## src/common/sxa_pkg.sv

```systemverilog
// package for the subtract/xor/swap alu slice
package sxa_pkg;

    localparam int DATA_W = 8;
    localparam int ADDR_W = 7;
    localparam logic [7:0] ACC_RESET = 8'h00;
    localparam logic [7:0] ZERO_BYTE = 8'h00;
    localparam int NIB_LO_MSB = 3;
    localparam int NIB_HI_LSB = 4;
    localparam logic DEST_ACC = 1'b0;
    localparam logic DEST_FILE = 1'b1;

    typedef enum logic [2:0] {
        SXA_OP_NONE,
        SXA_OP_LITERAL_MINUS_ACC,
        SXA_OP_FILE_MINUS_ACC,
        SXA_OP_ACC_XOR_LITERAL,
        SXA_OP_ACC_XOR_FILE,
        SXA_OP_NIBBLE_EXCHANGE
    } sxa_op_t;

    // one issued operation from the decoder
    typedef struct packed {
        logic valid;
        sxa_op_t op;
        logic [7:0] literal;
        logic [6:0] file_addr;
        logic dest_sel;
        logic [7:0] file_data;
    } sxa_req_t;

    // write-back toward the register file
    typedef struct packed {
        logic we;
        logic [6:0] addr;
        logic [7:0] data;
    } sxa_file_wr_t;

    typedef struct packed {
        logic carry;
        logic nibble_borrow_flag;
        logic zero;
    } sxa_flags_t;

    localparam sxa_flags_t FLAGS_RESET = '0;

endpackage

```

## src/rtl/sxa_alu.sv

```systemverilog
// subtract, xor and nibble-swap alu slice with accumulator and flags
`timescale 1ns/1ps
// Summary of operation
// - literal_minus_acc puts literal minus acc in acc, updates all flags.
// - on subtracts carry is 1 when acc <= operand, nibble flag on 3:0.
// - file_minus_acc takes register (address 0 to 127) minus acc.
// - on register ops dest select 0 writes acc and 1 the register.
// - acc_xor_literal xors acc with the literal into acc, zero only.
// - nibble_exchange swaps the register nibbles and changes no flag.
// - acc_xor_file xors acc with the register by dest select, zero only.
// - nibble_exchange with dest select 1 writes the register, 0 acc.
module sxa_alu
    import sxa_pkg::*;
(
    // clock and reset
    input wire logic core_clk,
    input wire logic reset,
    // operation from decoder, with register read data
    input wire sxa_pkg::sxa_req_t req,
    // results
    output sxa_pkg::sxa_file_wr_t file_wr,
    output logic [7:0] acc,
    output sxa_pkg::sxa_flags_t flags
);
    import sxa_pkg::*;

    // ****************************************************
    // operand selection and arithmetic
    // ****************************************************
    logic [7:0] acc_reg;
    logic [7:0] acc_next;
    sxa_flags_t flags_reg;
    sxa_flags_t flags_next;
    sxa_file_wr_t file_wr_reg;
    sxa_file_wr_t file_wr_next;
    logic [7:0] sub_src;
    logic [8:0] diff;
    logic [4:0] nib_diff;
    logic [7:0] result;
    logic is_sub;
    logic is_xor;
    logic is_file_op;
    logic to_file;

    always_comb begin
        is_sub = req.op == SXA_OP_LITERAL_MINUS_ACC ||
                 req.op == SXA_OP_FILE_MINUS_ACC;
        is_xor = req.op == SXA_OP_ACC_XOR_LITERAL ||
                 req.op == SXA_OP_ACC_XOR_FILE;
        is_file_op = req.op == SXA_OP_FILE_MINUS_ACC ||
                     req.op == SXA_OP_ACC_XOR_FILE ||
                     req.op == SXA_OP_NIBBLE_EXCHANGE;
        to_file = req.valid && is_file_op && req.dest_sel == DEST_FILE;
        sub_src = (req.op == SXA_OP_LITERAL_MINUS_ACC) ? req.literal
                                                       : req.file_data;
        // two's complement: src + ~acc + 1, carry out means no borrow
        diff = {1'b0, sub_src} + {1'b0, ~acc_reg} + 9'h001;
        nib_diff = {1'b0, sub_src[NIB_LO_MSB:0]}
                 + {1'b0, ~acc_reg[NIB_LO_MSB:0]} + 5'h01;
        unique case (req.op)
            SXA_OP_LITERAL_MINUS_ACC: result = diff[7:0];
            SXA_OP_FILE_MINUS_ACC: result = diff[7:0];
            SXA_OP_ACC_XOR_LITERAL: result = acc_reg ^ req.literal;
            SXA_OP_ACC_XOR_FILE: result = acc_reg ^ req.file_data;
            SXA_OP_NIBBLE_EXCHANGE: result = {req.file_data[NIB_LO_MSB:0],
                req.file_data[7:NIB_HI_LSB]};
            default: result = ZERO_BYTE;
        endcase
    end

    // ****************************************************
    // next state
    // ****************************************************
    always_comb begin
        acc_next = acc_reg;
        flags_next = flags_reg;
        file_wr_next = '0;
        if (req.valid && req.op != SXA_OP_NONE) begin
            if (to_file) begin
                file_wr_next.we = 1'b1;
                file_wr_next.addr = req.file_addr;
                file_wr_next.data = result;
            end else begin
                acc_next = result;
            end
            if (is_sub) begin
                flags_next.carry = diff[8];
                flags_next.nibble_borrow_flag = nib_diff[4];
            end
            // nibble exchange leaves every flag alone
            if (is_sub || is_xor) begin
                flags_next.zero = result == ZERO_BYTE;
            end
        end
    end

    // ****************************************************
    // state registers
    // ****************************************************
    always_ff @(posedge core_clk or posedge reset) begin
        if (reset) begin
            acc_reg <= ACC_RESET;
        end else begin
            acc_reg <= acc_next;
        end
    end

    always_ff @(posedge core_clk or posedge reset) begin
        if (reset) begin
            flags_reg <= FLAGS_RESET;
        end else begin
            flags_reg <= flags_next;
        end
    end

    // write strobe lasts one cycle per issued operation whose destination is the register
    always_ff @(posedge core_clk or posedge reset) begin
        if (reset) begin
            file_wr_reg <= '0;
        end else begin
            file_wr_reg <= file_wr_next;
        end
    end

    assign acc = acc_reg;
    assign flags = flags_reg;
    assign file_wr = file_wr_reg;
endmodule

```

## config.mk

```make
export PLATFORM = sky130hd
export DESIGN_NAME = sxa_alu
export DESIGN_NICKNAME = d
export VERILOG_FILES = /design/src/common/sxa_pkg.sv /design/src/rtl/sxa_alu.sv
export SDC_FILE = /design/constraint.sdc
export NUM_CORES = 1
export LEC_CHECK = 0
export ABC_AREA = 1
export BUFFER_PORTS_ARGS = -buffer_cell sky130_fd_sc_hd__buf_2
export CORE_ASPECT_RATIO = 1.1
export CORE_MARGIN = 1.5
export CORE_UTILIZATION = 50
export DETAILED_ROUTE_END_ITERATION = 12
export PLACE_DENSITY = 0.77
export SYNTH_ARGS = -nofsm -noshare
export SYNTH_HDL_FRONTEND = slang
export SYNTH_SLANG_ARGS = --single-unit
```

## constraint.sdc

```tcl
create_clock -name core_clk -period 3 [get_ports core_clk]
set_input_delay 0.15 -clock core_clk [delete_from_list [all_inputs] [get_ports core_clk]]
set_output_delay 0.15 -clock core_clk [all_outputs]
set_load 0.01 [all_outputs]
```

==> flow_summary.json <==
{
  "outcome": "finished, final reports clean",
  "worst_pin_slew_ps": 983,
  "drc": 0,
  "rsz0062_at_grt": "no",
  "synthFlopType": "dfrtp_1",
  "rr_startpoint": "acc[0]",
  "fin_setup_tns_ps": 0,
  "layout.area.seq_sq_um": 676,
  "die-height_microns": 69.0,
  "place.gp.congestion": 0.988,
  "power_frac_seq_pct": 37.9,
  "netlist-cell-type-count": 29,
  "grt_pass1_wl_microns": 8100,
  "nNetsFinal": 384,
  "clk_pin_slew_ps": 90,
  "synth_edf_count": 0,
  "largest_reg_flops": 16,
  "critical_path.top_delay_family": "simple AND/OR/NAND/NOR gates",
  "clock-sinks": 27,
  "synth_fp_nets": 329,
  "startpoint_type": "input pin",
  "hpwl_microns": 4040,
  "antenna_cells": 0,
  "numCtsBuffers": 3,
  "utilization_pct": 62.7,
  "end_kind": "flip-flop",
  "yosysWarnings": 0,
  "maxCapViolations": 0,
  "clock_path_buffers": 2,
  "tritoncts": "yes",
  "p_comb_share_pct": 44.1,
  "required_ps": 3220,
  "clockRootBuffer": "clkbuf_8",
  "antenna_found_initial": 0,
  "multi_input_area_sq_um": 1070,
  "insertion_delay_ps": 270,
  "dieArea_sq_um": 4350,
  "power_mw": 1.15,
  "place_inst": 389,
  "overflow": 0,
  "holdPathStages": 3,
  "drt_iter0_drc": 103,
  "cts_resized": 0,
  "setup_viol": 0,
  "path_max_fanout": 14,
  "critical_path_arrival_ps": 2450,
  "switching_share_pct": 40.1,
  "ys_seq_area_share_pct": 34.1,
  "grt_usage_pct": 23.3,
  "h-tree-depth": 1,
  "crit_chain": "buf_2, inv_2, nand3_2, mux2i_1, ha_1, inv_1, fa_1, or2_2, a31oi_2, nand3_1, nor2_1, nand3_1, nand2_1",
  "routedWlPerCell_microns": 12.6,
  "fillers": 341,
  "worstHoldPathType": "input pin to flip-flop",
  "final_cell_area_sq_um": 2330,
  "p_leak_nw": 1.41,
  "maxSlewHeadroom_pct": 34.4,
  "netlist_instances": 289,
  "synth_seq_cells": 27,
  "via_per_inst": 5.16,
  "reg2reg_depth": 9,
  "synthesis.area_sq_um": 1980,
  "path_buf_inv": 3,
  "vias": 2028,
  "grt_pass1_vias": 1825,
  "drive_gt1_share_pct": 23.6,
  "post_cts_buffers": 0,
  "p_sw_mw": 0.460,
  "layout.cells.non_filler": 393,
  "syn2layout_area_growth_pct": 17.5,
  "worstSetupPathType": "input pin to flip-flop",
  "postCtsHoldBufs": 0,
  "critPathSlowestCell": "fa_1",
  "boundaryPins": 57,
  "dr.pass1.iters": 4,
  "max_freq_mhz": 448,
  "async_reset_ff_share_pct": 100,
  "dpl_cell_area_sq_um": 2280,
  "die_w_microns": 63.0,
  "ir_worst_vdd_mv": 0.242,
  "avgSynthCellArea_sq_um": 6.85,
  "pwr-share-clk_pct": 18.0,
  "rrSetupSlack_ps": 950,
  "internal-power_mw": 0.687,
  "num_rows": 23,
  "drv_slew": 0,
  "initial_utilization_pct": 53.4,
  "ant_nets": 0,
  "drt-total-wl_microns": 4950,
  "powerDensity_nw_per_um2": 493,
  "rr_endpoint": "flags[0]",
  "hold_violations": 0,
  "crit_path_frequent_cell": "nand3_1",
  "grt_start_max_net_pins": 28,
  "finalCritPeriodShare_pct": 74.5,
  "final.min_clock_period_ps": 2230,
  "coreArea_sq_um": 3710,
  "hp-start": "req[13]",
  "finClkSkew_ps": 0.975,
  "portBuffers": 56,
  "hold-path-endpoint": "file_wr[12]",
  "max_stage_delay_ps": 390
}
-- final cells by class --
type                       count  share of cell area (%)
tap                           50                    2.69
clock inverter                 1                   0.215
inverter                      50                    8.06
multi-input combinational    205                    45.9
sequential                    27                    29.0
clock buffer                   3                    1.77
timing repair buffer          57                    12.4
-- worst reg2reg max path: cells and delay by family, from the launching register on --
kind                     cells  cell delay [ps]
AND/OR/NAND/NOR              5              700
adder cells (fa/ha/maj)      2              560
flip-flops                   1              440
AO/OA/AOI/OAI                1              260
buffers and inverters        1               50
-- power by group through the flow --
stage / Clock, mW / Combinational [mW] / Sequential, mW
2_1_floorplan: 0 / 0.333 / 0.460
3_3_place_gp: 0 / 0.495 / 0.441
3_5_place_dp: 0 / 0.503 / 0.442
4_1_cts: 0.211 / 0.505 / 0.434
5_1_grt: 0.234 / 0.573 / 0.440
6_report: 0.207 / 0.506 / 0.434
-- cells by family after synthesis --
group / Yosys count / synth area share (%)
compound gates: 30 / 9.35
fa+ha+maj: 10 / 6.70
buf+inv: 57 / 12.0
flops: 27 / 34.1
mux: 3 / 1.64
simple gates: 162 / 36.2
-- worst max path at each step --
stage	startpoint	end	slack [ps]	cells after the start
6_report	req[26]	flags[0]	770	13
5_1_grt	req[26]	flags[0]	600	17
4_1_cts	req[26]	flags[0]	790	13
3_5_place_dp	req[26]	flags[0]	500	13
3_3_place_gp	req[26]	flags[0]	580	13
2_1_floorplan	req[26]	flags[0]	950	12
-- layer usage --
layer	share of wire [%]	up-vias	wire, microns	GRT usage, %
met5	0	-	0	0
met4	2.7	0	133	8.40
met3	7.5	15	370	4.24
met2	48	96	2380	40.8
met1	42	891	2070	28.4
li1	-	1026	-	-
-- through the flow --
| stage | setup WS (ps) | hold slack [ps] |
|---|---|---|
| after detailed placement | 504 | 362 |
| final | 766 | 71.2 |
| after global routing | 601 | 72.0 |
| after floorplan | 946 | 203 |
| after global placement | 584 | 362 |
| after CTS | 790 | 64.6 |
-- cell usage after synthesis (2+ instances only) --
cell / count / area [sq um]
dfrtp_1: 27 / 676
mux2_2: 2 / 22.5
nand3b_1: 4 / 30.0
nand2_1: 78 / 293
a21oi_1: 11 / 55.1
inv_2: 5 / 18.8
nor2_1: 26 / 97.6
a31oi_1: 3 / 18.8
buf_6: 2 / 22.5
nand2_2: 3 / 18.8
nand3_1: 43 / 215
nand3_2: 2 / 20.0
buf_4: 2 / 15.0
inv_1: 45 / 169
o21ai_0: 12 / 60.1
ha_1: 9 / 113
nor2_2: 3 / 18.8
-- placed cells by master (no fill, tap or decap) --
cell	n
nand2_1	78
buf_2	56
inv_1	45
nand3_1	43
dfrtp_1	27
nor2_1	26
o21ai_0	12
a21oi_1	11
ha_1	9
inv_2	5
nand3b_1	4
nand2_2	3
nor2_2	3
a31oi_1	3
clkbuf_8	3
nand3_2	2
mux2_2	2
or2_2	1
a31oi_2	1
nor2_4	1
o21ai_1	1
nand4_1	1
mux2i_1	1
a22oi_4	1
a22oi_2	1
fa_1	1
clkinv_2	1
buf_4	1
(Power assumes the default switching activity.)
